<file path="config.mk">
export PLATFORM = sky130hd
export DESIGN_NAME = spi_master_slave_port
export DESIGN_NICKNAME = d
export VERILOG_FILES = /design/src/verilog/spi_port_pkg.sv /design/src/verilog/spi_master_slave_port.sv
export VERILOG_INCLUDE_DIRS = /design/src /design/src/verilog
export SDC_FILE = /design/constraint.sdc
export NUM_CORES = 1
export LEC_CHECK = 0
export BUFFER_PORTS_ARGS = -buffer_cell sky130_fd_sc_hd__clkbuf_2
export CAP_MARGIN = 5
export CORE_MARGIN = 2
export CORE_UTILIZATION = 40
export CTS_BUF_LIST = sky130_fd_sc_hd__clkbuf_8 sky130_fd_sc_hd__clkbuf_16
export DETAILED_ROUTE_END_ITERATION = 12
export PLACE_DENSITY = 0.67
export SLEW_MARGIN = 20
export SYNTH_ARGS = -nofsm -noshare
export SYNTH_HDL_FRONTEND = slang
export SYNTH_SLANG_ARGS = --single-unit
</file>
<file path="constraint.sdc">
create_clock -name clk_i -period 5.7 [get_ports clk_i]
set_input_delay 0.57 -clock clk_i [delete_from_list [all_inputs] [get_ports clk_i]]
set_output_delay 0.57 -clock clk_i [all_outputs]
set_load 0.05 [all_outputs]
</file>
<file path="src/verilog/spi_port_cfg.svh">
// constants and register map of the spi master/slave port
// Operation
// - modes 0000/0001/0010 are master, sck at clock divided by 4, 16, 64.
// - mode 0011 is master, sck is timer-two tick rate divided by two.
// - mode 0100 is slave with slave-select; 0101 slave ignoring slave-select.
// - each transfer moves eight bits out and eight in together.
// - data leaves and enters most significant bit first.
// - after eight bits, copy byte to buffer, set full and interrupt flags.
// - receive is double buffered; next byte may arrive before buffer read.
// - buffer write during transfer is dropped and sets write collision flag.
// - reading the data buffer clears the buffer full flag.
// - shift register reached only through the data buffer.
// - enable bit hands pins to the port; reconfigure with enable cleared.
// - in master mode a buffer write starts an eight-bit transfer at once.
// - master keeps shifting sdi in even with sdo output disabled.
// - clock polarity bit chooses the idle sck level.
// - with edge select set, first sdo bit is valid before first sck edge.
// - slave shifts on external sck and flags when eighth bit latched.
// - slave logic runs during sleep; a finished byte wakes the device.
// - polarity one idles sck high, zero idles it low.
// - edge select picks which sck edge changes sdo, swapped by polarity.
// - sample bit set samples at end of output time, clear at middle; slave ignores it and always samples at middle.
// - slave-select high floats sdo at once and resets the bit counter.
`ifndef SPI_PORT_CFG_SVH
`define SPI_PORT_CFG_SVH
`define SPI_ADR_BUF 8'h00
`define SPI_ADR_STAT 8'h04
`define SPI_ADR_CTL 8'h08
`define SPI_ADR_FLAG 8'h0c
`define SPI_STAT_PHASE 7
`define SPI_STAT_EDGE 6
`define SPI_STAT_FULL 0
`define SPI_CTL_COL 7
`define SPI_CTL_OVF 6
`define SPI_CTL_EN 5
`define SPI_CTL_POL 4
`define SPI_FLAG_IRQ 3
`define SPI_MODE_DIV4 4'h0
`define SPI_MODE_DIV16 4'h1
`define SPI_MODE_DIV64 4'h2
`define SPI_MODE_TMR 4'h3
`define SPI_MODE_SSEL 4'h4
`define SPI_MODE_FREE 4'h5
`define SPI_HALF_DIV4 6'h01
`define SPI_HALF_DIV16 6'h07
`define SPI_HALF_DIV64 6'h1f
`define SPI_HALF_LAST 5'h0f
`define SPI_HALF_END 5'h10
`define SPI_BIT_LAST 3'h7
`endif

</file>
<file path="src/verilog/spi_port_pkg.sv">
// types shared by the spi master/slave port
package spi_port_pkg;
   typedef enum logic {m_idle, m_run} master_state_t;
endpackage

</file>
<file path="src/verilog/spi_master_slave_port.sv">
// spi master/slave port with classic wishbone register slave
`timescale 1ns/1ps
`include "spi_port_cfg.svh"
module spi_master_slave_port (
   // clock and reset
   input wire logic clk_i,
   input wire logic rst_i,
   // wishbone slave
   input wire logic wb_cyc_i,
   input wire logic wb_stb_i,
   input wire logic wb_we_i,
   input wire logic [7:0] wb_adr_i,
   input wire logic [3:0] wb_sel_i,
   input wire logic [31:0] wb_dat_i,
   output logic [31:0] wb_dat_o,
   output logic wb_ack_o,
   // serial pins
   input wire logic sck_i,
   output logic sck_o,
   output logic sck_oe_o,
   input wire logic sdi_i,
   output logic sdo_o,
   output logic sdo_oe_o,
   input wire logic slave_sel_n_i,
   // system
   input wire logic timer_two_tick_i,
   output logic wake_o
);
   spi_port_pkg::master_state_t state_ff, nxt_state;
   logic ack_ff, pol_ff, en_ff, phase_ff, edge_ff, full_ff, irq_ff, col_ff, ovf_ff;
   logic [3:0] mode_ff;
   logic [7:0] buf_ff, tx_ff, rx_ff;
   logic [31:0] dat_ff;
   logic [5:0] div_ff;
   logic [4:0] half_ff;
   logic [2:0] bit_ff;
   logic [1:0] msamp_dly_ff, mdone_dly_ff;
   logic sck_ff, sdo_ff, sck_oe_ff, sdo_oe_ff, wake_ff;
   logic sck_m_ff, sck_s_ff, sck_d_ff, sdi_m_ff, sdi_s_ff, sel_m_ff, sel_s_ff;

   // register bus decode
   wire req = wb_cyc_i && wb_stb_i && !ack_ff;
   wire wr = req && wb_we_i && wb_sel_i[0];
   wire rd = req && !wb_we_i;
   wire wr_buf = wr && wb_adr_i == `SPI_ADR_BUF;
   wire wr_stat = wr && wb_adr_i == `SPI_ADR_STAT;
   wire wr_ctl = wr && wb_adr_i == `SPI_ADR_CTL;
   wire wr_flag = wr && wb_adr_i == `SPI_ADR_FLAG;
   wire rd_buf = rd && wb_adr_i == `SPI_ADR_BUF;
   wire [7:0] wd = wb_dat_i[7:0];

   // mode decode
   wire is_master = en_ff && mode_ff <= `SPI_MODE_TMR;
   wire is_slave = en_ff && (mode_ff == `SPI_MODE_SSEL || mode_ff == `SPI_MODE_FREE);
   wire sel_used = mode_ff == `SPI_MODE_SSEL;
   wire slave_act = is_slave && !(sel_used && sel_s_ff);
   wire running = state_ff == spi_port_pkg::m_run;
   wire busy = running || mdone_dly_ff != 2'b00 || (is_slave && bit_ff != 3'h0);

   // master half-period ticks
   wire [5:0] half_div = (mode_ff == `SPI_MODE_DIV4) ? `SPI_HALF_DIV4 :
      (mode_ff == `SPI_MODE_DIV16) ? `SPI_HALF_DIV16 : `SPI_HALF_DIV64;
   wire tick = running && ((mode_ff == `SPI_MODE_TMR) ? timer_two_tick_i :
      div_ff == half_div);
   wire h_lead = !half_ff[0] && half_ff != `SPI_HALF_END;
   wire h_trail = half_ff[0];
   wire m_done = tick && half_ff == `SPI_HALF_END;
   wire m_out = tick && (edge_ff ? (h_trail && half_ff != `SPI_HALF_LAST) : h_lead);
   wire m_mid = edge_ff ? h_lead : h_trail;
   wire m_end = edge_ff ? h_trail : (!half_ff[0] && half_ff != 5'h00);
   wire m_samp = tick && (phase_ff ? m_end : m_mid);

   // slave edges from synchronised sck
   wire s_edge = slave_act && (sck_s_ff != sck_d_ff);
   wire s_lead = s_edge && (sck_s_ff != pol_ff);
   wire s_trail = s_edge && (sck_s_ff == pol_ff);
   wire s_out = edge_ff ? s_trail : s_lead;
   wire s_samp = edge_ff ? s_lead : s_trail;
   wire s_done = s_samp && bit_ff == `SPI_BIT_LAST;

   wire out_ev = m_out || s_out;
   wire samp_ev = msamp_dly_ff[1] || s_samp;
   wire [7:0] rx_nxt = samp_ev ? {rx_ff[6:0], sdi_s_ff} : rx_ff;
   wire done = mdone_dly_ff[1] || s_done;
   // a slave byte arriving on a full buffer is lost; a master never overflows
   wire lost = s_done && full_ff;
   wire take = done && !lost;
   wire load = wr_buf && !busy && (is_master || is_slave);
   wire start = load && is_master;

   // read mux
   wire [7:0] rd_byte =
      (wb_adr_i == `SPI_ADR_BUF) ? buf_ff :
      (wb_adr_i == `SPI_ADR_STAT) ? {phase_ff, edge_ff, 5'h00, full_ff} :
      (wb_adr_i == `SPI_ADR_CTL) ? {col_ff, ovf_ff, en_ff, pol_ff, mode_ff} :
      (wb_adr_i == `SPI_ADR_FLAG) ? {4'h0, irq_ff, 3'h0} : 8'h00;

   always_comb begin
      nxt_state = state_ff;
      unique case (state_ff)
         spi_port_pkg::m_idle: begin
            if (start) begin
               nxt_state = spi_port_pkg::m_run;
            end
         end
         spi_port_pkg::m_run: begin
            if (m_done || !is_master) begin
               nxt_state = spi_port_pkg::m_idle;
            end
         end
      endcase
   end

   // pin synchronisers
   always_ff @(posedge clk_i) begin
      sck_m_ff <= sck_i;
      sck_s_ff <= sck_m_ff;
      sck_d_ff <= sck_s_ff;
      sdi_m_ff <= sdi_i;
      sdi_s_ff <= sdi_m_ff;
      sel_m_ff <= slave_sel_n_i;
      sel_s_ff <= sel_m_ff;
   end

   // wishbone answer, one wait state
   always_ff @(posedge clk_i) begin
      if (rst_i) begin
         ack_ff <= 1'b0;
         dat_ff <= 32'h0;
      end else begin
         ack_ff <= req;
         dat_ff <= req ? {24'h0, rd_byte} : 32'h0;
      end
   end

   // configuration
   always_ff @(posedge clk_i) begin
      if (rst_i) begin
         en_ff <= 1'b0;
         pol_ff <= 1'b0;
         mode_ff <= 4'h0;
         phase_ff <= 1'b0;
         edge_ff <= 1'b0;
      end else begin
         if (wr_ctl) begin
            en_ff <= wd[`SPI_CTL_EN];
            pol_ff <= wd[`SPI_CTL_POL];
            mode_ff <= wd[3:0];
         end
         if (wr_stat) begin
            phase_ff <= wd[`SPI_STAT_PHASE];
            edge_ff <= wd[`SPI_STAT_EDGE];
         end
      end
   end

   // status flags: hardware set beats software clear
   always_ff @(posedge clk_i) begin
      if (rst_i) begin
         col_ff <= 1'b0;
         ovf_ff <= 1'b0;
         full_ff <= 1'b0;
         irq_ff <= 1'b0;
      end else begin
         col_ff <= (wr_buf && busy) || (wr_ctl ? wd[`SPI_CTL_COL] : col_ff);
         ovf_ff <= lost || (wr_ctl ? wd[`SPI_CTL_OVF] : ovf_ff);
         full_ff <= take || (full_ff && !rd_buf);
         irq_ff <= done || (wr_flag ? wd[`SPI_FLAG_IRQ] : irq_ff);
      end
   end

   // data buffer, only path to the shift registers
   always_ff @(posedge clk_i) begin
      if (rst_i) begin
         buf_ff <= 8'h00;
      end else if (take) begin
         buf_ff <= rx_nxt;
      end else if (load) begin
         buf_ff <= wd;
      end
   end

   // master sequencer
   always_ff @(posedge clk_i) begin
      if (rst_i) begin
         state_ff <= spi_port_pkg::m_idle;
         div_ff <= 6'h00;
         half_ff <= 5'h00;
      end else begin
         state_ff <= nxt_state;
         if (!running || tick) begin
            div_ff <= 6'h00;
         end else begin
            div_ff <= div_ff + 6'h01;
         end
         if (!running) begin
            half_ff <= 5'h00;
         end else if (tick) begin
            half_ff <= half_ff + 5'h01;
         end
      end
   end

   // master samples wait out the sdi synchroniser lag, so the bit
   // that stood on the line as sck moved is taken, even at divide by 4
   always_ff @(posedge clk_i) begin
      if (rst_i || !is_master) begin
         msamp_dly_ff <= 2'b00;
         mdone_dly_ff <= 2'b00;
      end else begin
         msamp_dly_ff <= {msamp_dly_ff[0], m_samp};
         mdone_dly_ff <= {mdone_dly_ff[0], m_done};
      end
   end

   // shift path
   always_ff @(posedge clk_i) begin
      if (rst_i) begin
         tx_ff <= 8'h00;
         rx_ff <= 8'h00;
         sdo_ff <= 1'b0;
         bit_ff <= 3'h0;
      end else begin
         if (load) begin
            tx_ff <= edge_ff ? {wd[6:0], 1'b0} : wd;
            if (edge_ff) begin
               sdo_ff <= wd[7];
            end
         end else if (out_ev) begin
            sdo_ff <= tx_ff[7];
            tx_ff <= {tx_ff[6:0], 1'b0};
         end
         rx_ff <= rx_nxt;
         if (!en_ff || (is_slave && !slave_act) || start) begin
            bit_ff <= 3'h0;
         end else if (samp_ev) begin
            bit_ff <= bit_ff + 3'h1;
         end
      end
   end

   // pin drivers
   always_ff @(posedge clk_i) begin
      if (rst_i) begin
         sck_ff <= 1'b0;
         sck_oe_ff <= 1'b0;
         sdo_oe_ff <= 1'b0;
         wake_ff <= 1'b0;
      end else begin
         if (!running) begin
            sck_ff <= pol_ff;
         end else if (tick && half_ff != `SPI_HALF_END) begin
            sck_ff <= !sck_ff;
         end
         sck_oe_ff <= is_master;
         sdo_oe_ff <= is_master || slave_act;
         // slave path needs no master clock, so a byte can end a sleep
         wake_ff <= s_done;
      end
   end

   assign wb_ack_o = ack_ff;
   assign wb_dat_o = dat_ff;
   assign sck_o = sck_ff;
   assign sck_oe_o = sck_oe_ff;
   assign sdo_o = sdo_ff;
   assign sdo_oe_o = sdo_oe_ff;
   assign wake_o = wake_ff;

   property p_div4;
      @(posedge clk_i) disable iff (rst_i)
      (tick && mode_ff == `SPI_MODE_DIV4 && half_ff < `SPI_HALF_LAST) |=> !tick ##1 tick;
   endproperty
   a_div4: assert property (p_div4) else $error("div4 half period wrong");
   property p_timer;
      @(posedge clk_i) disable iff (rst_i)
      (running && mode_ff == `SPI_MODE_TMR && !timer_two_tick_i) |=> $stable(sck_ff);
   endproperty
   a_timer: assert property (p_timer) else $error("sck moved without timer tick");
   property p_take;
      @(posedge clk_i) disable iff (rst_i)
      take |=> full_ff && irq_ff && buf_ff == $past(rx_nxt);
   endproperty
   a_take: assert property (p_take) else $error("byte not posted");
   property p_collide;
      @(posedge clk_i) disable iff (rst_i)
      (wr_buf && busy) |=> col_ff && $stable(tx_ff) || $past(out_ev);
   endproperty
   a_collide: assert property (p_collide) else $error("collision missed");
   property p_rdclr;
      @(posedge clk_i) disable iff (rst_i)
      (rd_buf && !take) |=> !full_ff;
   endproperty
   a_rdclr: assert property (p_rdclr) else $error("full not cleared");
   property p_start;
      @(posedge clk_i) disable iff (rst_i)
      start |=> running ##0 half_ff == 5'h00;
   endproperty
   a_start: assert property (p_start) else $error("master did not start");
   property p_msb;
      @(posedge clk_i) disable iff (rst_i)
      (out_ev && !load) |=> sdo_ff == $past(tx_ff[7]);
   endproperty
   a_msb: assert property (p_msb) else $error("bit order wrong");
   property p_float;
      @(posedge clk_i) disable iff (rst_i)
      (is_slave && sel_used && sel_s_ff) |=> !sdo_oe_ff && bit_ff == 3'h0;
   endproperty
   a_float: assert property (p_float) else $error("slave select ignored");
   property p_abort;
      @(posedge clk_i) disable iff (rst_i)
      !en_ff |=> !running && bit_ff == 3'h0 && !sck_oe_ff;
   endproperty
   a_abort: assert property (p_abort) else $error("disable did not abort");
   property p_badmode;
      @(posedge clk_i) disable iff (rst_i)
      (mode_ff > `SPI_MODE_FREE) |=> !sdo_oe_ff && !sck_oe_ff;
   endproperty
   a_badmode: assert property (p_badmode) else $error("spi active in other mode");
   property p_wake;
      @(posedge clk_i) disable iff (rst_i)
      s_done |=> wake_ff && irq_ff;
   endproperty
   a_wake: assert property (p_wake) else $error("no wake on slave byte");
   property p_idle;
      @(posedge clk_i) disable iff (rst_i)
      !running |=> sck_ff == $past(pol_ff);
   endproperty
   a_idle: assert property (p_idle) else $error("sck not at idle level");
   property p_first;
      @(posedge clk_i) disable iff (rst_i)
      (start && edge_ff) |=> sdo_ff == $past(wd[7]);
   endproperty
   a_first: assert property (p_first) else $error("first bit not preset");
   property p_colkeep;
      @(posedge clk_i) disable iff (rst_i)
      (col_ff && !wr_ctl) |=> col_ff;
   endproperty
   a_colkeep: assert property (p_colkeep) else $error("collision flag dropped");
   c_master: cover property (@(posedge clk_i) disable iff (rst_i) m_done);
   c_slave: cover property (@(posedge clk_i) disable iff (rst_i) s_done && !lost);
   c_collide: cover property (@(posedge clk_i) disable iff (rst_i) wr_buf && busy);
   c_lost: cover property (@(posedge clk_i) disable iff (rst_i) lost);
endmodule // spi_master_slave_port

</file>
# Word level (Yosys, flattened, before mapping)
# Cells that the tools add are included.
[totals]
elab_cells = 162
input_bits = 53
regBits = 100
out_inout_bits = 38
[op_classes]
n_addsub = 3
mux = 30
eq_ne = 17
magnitude_cmp = 1
bitwise_logic = 2
reduce_logical = 76
[ops]
columns = ["op", "count"]
rows = [
  ["8-bit two-way mux", 9],
  ["1-bit logical AND", 35],
  ["1-bit logical OR", 17],
  ["1-bit two-way mux", 17],
  ["8-bit by 4-bit == test with 1-bit output, second input constant", 2],
  ["1-bit logical NOT", 12],
  ["5-bit two-way mux", 2],
  ["4-bit by 3-bit == test with 1-bit output, second input constant", 2],
  ["8-bit by 3-bit == test with 1-bit output, second input constant", 1],
  ["8-bit logical NOT", 1],
  ["2-bit OR reduction", 4],
  ["6-bit by 1-bit adder with 6-bit output, second input constant", 1],
  ["6-bit by 5-bit == test with 1-bit output", 1],
  ["2-bit nonzero test", 3],
  ["5-bit by 1-bit adder with 5-bit output, second input constant", 1],
  ["5-bit == test, second input constant", 1],
  ["5-bit by 4-bit != test with 1-bit output, second input constant", 1],
  ["5-bit != test, second input constant", 1],
  ["5-bit nonzero test", 1],
  ["4-bit by 1-bit == test with 1-bit output, second input constant", 1],
  ["4-bit by 2-bit == test with 1-bit output, second input constant", 1],
  ["4-bit by 2-bit <= comparator with 1-bit output, second input constant", 1],
  ["4-bit logical NOT", 1],
  ["4-bit two-way mux", 1],
  ["other kinds (10)", 12],
]

# Longest topological paths before layout
# Gate-level depths: netlist of run 1.
[depth]
ltp_word = 12
depth_mapped = 10
depth_no_buf = 8

# Least setup slack after synthesis of run 1
# OpenSTA, ideal clock, no wires.
[synth_timing]
path_type = "input to register"
startpoint = "input port wb_adr_i[5]"
endpoint = "register buf_ff[7]"
arrival_time_ps = 2254
t_required_ps = 5566
path_buffers = 2
stages = 8
setup_time_ps = 134
setup_slack_ps = 3312
cell_sequence = "or4_1 buf_2 nor3_2 nand4_2 buf_2 mux2_1 nor2_1 a211oi_1"
[synth_between]
elab_chain_cells = 5
[synth_lines]
columns = ["element", "line", "text"]
rows = [
  ["start, declared", "spi_master_slave_port.sv:12", "input wire logic [7:0] wb_adr_i,"],
  ["8-bit logical NOT (no line)", "n/a", ""],
  ["1-bit logical AND (no line)", "n/a", ""],
  ["1-bit logical AND (2 in a row)", "spi_master_slave_port.sv:88", "wire load = wr_buf && !busy && (is_master || is_slave);"],
  ["2-bit nonzero test (no line)", "n/a", ""],
  ["end signal, assigned", "spi_master_slave_port.sv:177", "buf_ff <= rx_nxt;"],
  ["end signal, assigned", "spi_master_slave_port.sv:179", "buf_ff <= wd;"],
  ["end, declared", "spi_master_slave_port.sv:32", "logic [7:0] buf_ff, tx_ff, rx_ff;"],
]
# No other way between the ends.
# A chain may end at the register's enable or synchronous reset.

# Final worst setup path of run 1
# Ends and elaborated chain as after synthesis.

==> metrics.txt, run 1 <==
Slew HR 39.99%; Nets 478; Min-Delay Path Class in -> reg; post-CTS resize count 0; worst-margin pin slew 0.8989 ns; Seq pwr share 51.9%; largest net degree at the start of global routing 44; grt peak-use layer met2; FILL cells 846; Via density 5.078; vias in the first global route 2386; routability cong. 0.8419; final worst path period need 3.113 ns; DR pass1 iterations 4; Antenna Nets Post-Route 0; Root Driver clkbuf_8; clock share of power 42.0%; Unique masters post-synth 48; first-pass GRT wire length 11710 µm; row count 34; RSZ-0062 raised after global routing no; hold buffers post-CTS 0; Worst Path Required 5.89 ns; Max Root-Sink Buffers 2; fraction of registers with async set/reset 0%; setup TNS 0 ns; Mapped Avg Cell Area 9.066 µm²; worst hold slack 0.3190 ns; sw frac 23.77%; Final Hold Viols 0; fraction of layout instances using a drive strength above 1 17.34%; Mapped Cells 391; Max IR drop VDD 131.1 µV; max-cap viol count 0; GRT Residual Overflow 0; die span in x 98.14 µm; DRC violations left 0; critical path startpoint category input port; Pint 0.0007847 W; Initial Utilization 41.05%; top-count cell post-synth dfxtp_1; critical path fanouts, max 26; Power Density 264.0 mW/mm²; P_leak 1.653 nW; DP Area 0.003696 mm²; synth cell count leaders dfxtp_1, nor2_1, a211oi_1, buf_4, mux2i_1; # port buffers 39; WL/cell 13.72 µm; Worst-Skew Late Latency 0.35 ns; Area Overhead vs Synth 9.989%; top_reg_cell synth dfxtp_1; global-route usage over all layers 15.22%; crit path DAT 3.31 ns; initial DRC count 139; top-area cell type share of the netlist area 42.92%; DP Cell Count 515; I/O pin count 91; fin. max-slew vios 0; CTS sink count 76; Synth Register Bits 76; Inserted Diodes 0; Clock Skews 0.01163 ns; setup repair bufs after CTS 0; die area 0.009630 mm²; initial antenna violation count 0; design area 0.003899 mm²; combinational power share 6.1%; clk slew on worst S/H paths 0.08 ns; CTS tree yes; Yosys warning count 0; WL final 7260 µm; sequential area share after synthesis 42.92%; H-tree levels 3; core area 0.008636 mm²; post-synth top area cell dfxtp_1; final std cells w/o fill 529; Post-Syn Area 0.003545 mm²; kind of critical path in -> reg; fmax 0.3213 GHz; Post-synth EDFFs 0; via count 2686; met1 usage 20.01%; area of the multi-input gates 0.001769 mm²; TritonCTS Buffers 9; fin crit share 54.61%; endpoints failing setup 0; FF/Latch Area 0.001521 mm²; run status finished, final reports clean; Psw 0.0002446 W; met2 Track Usage GR 23.45%; Crit. End Element flop; post-DP HPWL 5118 µm; top cells by area, synth dfxtp_1, mux2i_1, nor2_1, a211oi_1, buf_4; routing usage on met3 3.579%; DIE HEIGHT 98.14 µm
==> state kept, by name, indices dropped and copies added, names as in the netlist, 2 cells and up <==
| name | flops |
|---|---|
| mdone_dly_ff | 2 |
| tx_ff | 8 |
| wb_dat_o | 8 |
| rx_ff | 8 |
| bit_ff | 3 |
| msamp_dly_ff | 2 |
| half_ff | 5 |
| buf_ff | 8 |
| div_ff | 6 |
| mode_ff | 4 |
==> through the flow <==
step	util (%)	setup slack, ns	total power [W]
3_5_place_dp	42.80	2.250	0.0006096
4_1_cts	45.15	2.608	0.001037
5_1_grt	45.15	2.399	0.001065
2_1_floorplan	-	3.312	0.0006078
6_report	45.15	2.587	0.001029
3_3_place_gp	42.80	2.259	0.0006089
==> cells by family (layout without fill, tap and decap cells) <==
| family | Yosys count | after routing | share of synthesized area [%] |
|---|---|---|---|
| AOI/OAI and AO/OA | 71 | 71 | 14.65 |
| muxes | 34 | 34 | 9.919 |
| adders and majority gates | 7 | 7 | 2.471 |
| and+or+nand+nor | 129 | 129 | 17.40 |
| buffers and inverters | 62 | 69 | 9.813 |
| DFF | 76 | 76 | 42.92 |
| xor gates and xnor gates | 11 | 11 | 2.718 |
| other | 1 | 24 | 0.1058 |
==> routing by layer <==
layer  wire (µm)  vias up  part of all wire (%)
met5           0        -                     0
met4         157        0                   2.2
met3         454       11                   6.3
met2        3332       93                    46
met1        3315     1220                    46
li1            -     1362                     -
==> worst paths after layout <==
| check | from | depth (start not counted) | to | slack (ns) |
|---|---|---|---|---|
| worst max-delay path | wb_adr_i[5] | 7 | buf_ff[7] | 2.59 |
| worst min-delay path | sdi_i | 1 | sdi_m_ff | 0.32 |
| worst max register to register | edge_ff | 6 | buf_ff[0] | 2.84 |
| worst min register to register | sel_m_ff | 0 | sel_s_ff | 0.33 |
==> power groups by stage <==
stage	combinational (W)	sequential, W	clock (W)
3_3_place_gp	0.0000619	0.000547	0
4_1_cts	0.0000627	0.000535	0.000440
2_1_floorplan	0.0000600	0.000548	0
5_1_grt	0.0000664	0.000535	0.000463
3_5_place_dp	0.0000625	0.000547	0
6_report	0.0000629	0.000535	0.000432
==> placed cells by master, fill, tap and decap left out, types with 2 or more instances in the layout <==
master / instances
xnor2_1: 4
clkbuf_8: 9
mux2_2: 8
inv_1: 12
a211oi_1: 26
a22oi_1: 5
bufinv_16: 2
a2111oi_0: 2
nor3_1: 4
nor2b_1: 9
a21oi_1: 20
or2_2: 2
and3_1: 4
nand4_1: 3
nand3_1: 13
clkinv_2: 2
a21boi_2: 2
nand3b_1: 2
a21boi_0: 2
ha_1: 7
buf_4: 4
nor3b_1: 2
clkbuf_2: 39
xor2_1: 7
dfxtp_1: 76
conb_1: 24
or4_1: 2
mux2i_1: 25
nand2_1: 20
a31oi_1: 3
nor2_1: 57
nand2b_1: 6
==> critical path, cell delays in order <==
cell and delay (ns):
clkbuf_2 0.08, or4_1 0.65, nor3_2 0.58, nand4_2 0.71, mux2_1 0.56, nor2_1 0.09, a211oi_1 0.06
==> area by class of cell <==
| class | count | share of cell area (%) |
|---|---|---|
| Multi-Input combinational cell | 276 | 45.38 |
| Tap cell | 108 | 3.466 |
| Timing Repair Buffer | 43 | 5.777 |
| Inverter | 12 | 1.155 |
| Sequential cell | 76 | 39.02 |
| Clock buffer | 9 | 3.177 |
| Clock inverter | 5 | 2.022 |
Note: power is estimated with default switching activity, not from simulation.
==> run 2, diff against run 1 <==
PLACE_DENSITY = 0.7   (was 0.67)
clock period = 2.8 ns   (was 5.7 ns; I/O delays follow)
==> metrics.txt, run 2 (synthesis gave the netlist of run 1 again) <==
clock share of power 39.6%; max-cap viol count 0; Area Overhead vs Synth 10.94%; core area 0.008636 mm²; fraction of layout instances using a drive strength above 1 18.60%; Via density 5.019; final std cells w/o fill 538; Reg2Reg Depth 6; DIE HEIGHT 98.14 µm; fin crit share 85.59%; Power Density 512.1 mW/mm²; most frequent cells in the layout dfxtp_1, nor2_1, clkbuf_2, a211oi_1, mux2i_1; endpoints failing setup 0; CTS sink count 76; Antenna Nets Post-Route 0; DR pass1 iterations 4; largest net degree at the start of global routing 40; H-tree levels 3; critical path startpoint category flop; Slew HR 50.70%; Final Hold Viols 0; Inserted Diodes 0; Critical Path Max Stage Delay 0.48 ns; setup TNS 0 ns; design area 0.003933 mm²; worst flop-to-flop path startpoint mode_ff[3]; FILL cells 865; routability cong. 0.8419; crit path DAT 2.61 ns; combinational power share 6.4%; Initial Utilization 41.05%; CP cell instances and4bb_1 -> a2111oi_4 -> nand4_2 -> buf_4 -> a211oi_1 -> a211oi_1; Worst Path Required 3.01 ns; post-CTS resize count 0; FF/Latch Area 0.001521 mm²; Max IR drop VDD 194.6 µV; vias in the first global route 2492; Clock Skews 0.01383 ns; DRC violations left 0; Seq pwr share 54.0%; TritonCTS Buffers 9; first-pass GRT wire length 11880 µm; global-route usage over all layers 15.46%; Nets 485; worst flop-to-flop path endpoint tx_ff[2]; area of the multi-input gates 0.001769 mm²; sw frac 25.06%; DP Cell Count 522; Hold Crit Start slave_sel_n_i; Crit. End Element flop; I/O pin count 91; P_leak 1.686 nW; WL/cell 13.15 µm; Worst-Skew Late Latency 0.35 ns; via count 2700; # port buffers 39; setup repair bufs after CTS 0; Min-Delay Path Class in -> reg; RSZ-0062 raised after global routing no; kind of critical path reg -> reg; WHS Endpoint sel_m_ff; row count 34; most common cell after layout, fill and taps aside dfxtp_1; run status finished, final reports clean; die area 0.009630 mm²; initial antenna violation count 0; Root Driver clkbuf_8; die span in x 98.14 µm; Psw 0.0005046 W; initial DRC count 150; Max Root-Sink Buffers 2; WL final 7076 µm; CTS tree yes; Cells on Worst Hold Path 1; post-DP HPWL 5104 µm; slowest CP cell dfxtp_1; GRT Residual Overflow 0; final worst path period need 2.396 ns; worst-margin pin slew 0.7352 ns; clk slew on worst S/H paths 0.08 ns; fin. max-slew vios 0; fmax 0.4173 GHz; critical path fanouts, max 15; Most common cell on crit path a211oi_1; DP Area 0.003749 mm²; R2R Setup Slk 0.40 ns; Pint 0.001509 W; hold buffers post-CTS 0
[run 2: changes by cell type in the layout (fill, tap and decap cells not counted)]
cell,delta
clkinv_4,-1
inv_1,+2
buf_4,+7
bufinv_16,-1
clkinvlp_4,+1
clkinv_2,+1
[run 2: per-layer routing]
metal,share of wire (%),track usage [%],vias up
li1,-,-,1382
met1,49,20.98,1234
met2,44,23.34,68
met3,4.7,3.579,16
met4,2.7,7.271,0
met5,0,0,-
[run 2: worst max-delay path: cells and delay by family (launching register included)]
kind | cells | cell delay [ns]
buffers and inverters | 1 | 0.34
AOI/OAI and AO/OA | 3 | 0.69
and+or+nand+nor | 2 | 0.75
DFF | 1 | 0.48
[run 2: worst max path at each step]
stage | startpoint | to | slack (ns) | cells after the start
final | mode_ff[3] | tx_ff[2] | 0.40 | 6
after global routing | mode_ff[3] | tx_ff[7] | 0.20 | 6
after CTS | mode_ff[3] | tx_ff[2] | 0.40 | 6
after detailed placement | wb_adr_i[5] | tx_ff[2] | 0.36 | 7
after global placement | wb_adr_i[5] | tx_ff[2] | 0.39 | 7
after floorplan | wb_adr_i[5] | buf_ff[7] | 0.70 | 8
[run 2: cell type report]
| class | count | share of cell area [%] |
|---|---|---|
| Clock buffer | 9 | 3.150 |
| Clock inverter | 7 | 1.527 |
| Inverter | 12 | 1.145 |
| Multi-Input combinational cell | 276 | 44.99 |
| Sequential cell | 76 | 38.69 |
| Tap cell | 108 | 3.436 |
| Timing Repair Buffer | 50 | 7.063 |
[run 2: power by group through the flow]
stage / Combinational (W) / Clock [W] / Sequential [W]
6_report: 0.000129 / 0.000797 / 0.00109
3_3_place_gp: 0.000128 / 0 / 0.00111
4_1_cts: 0.000128 / 0.000813 / 0.00109
5_1_grt: 0.000136 / 0.000862 / 0.00109
2_1_floorplan: 0.000122 / 0 / 0.00112
3_5_place_dp: 0.000128 / 0 / 0.00111
[run 2: metrics by stage]
step | power [W] | util (%) | setup WS, ns | hold WS, ns
CTS | 0.002030 | 45.54 | 0.3966 | 0.01195
detailed placement | 0.001242 | 43.41 | 0.3640 | 0.3147
finish | 0.002014 | 45.54 | 0.4036 | 0.02612
floorplan | 0.001237 | - | 0.7016 | 0.3077
global route | 0.002087 | 45.54 | 0.1982 | 0.006440
global placement | 0.001241 | 43.41 | 0.3933 | 0.3138
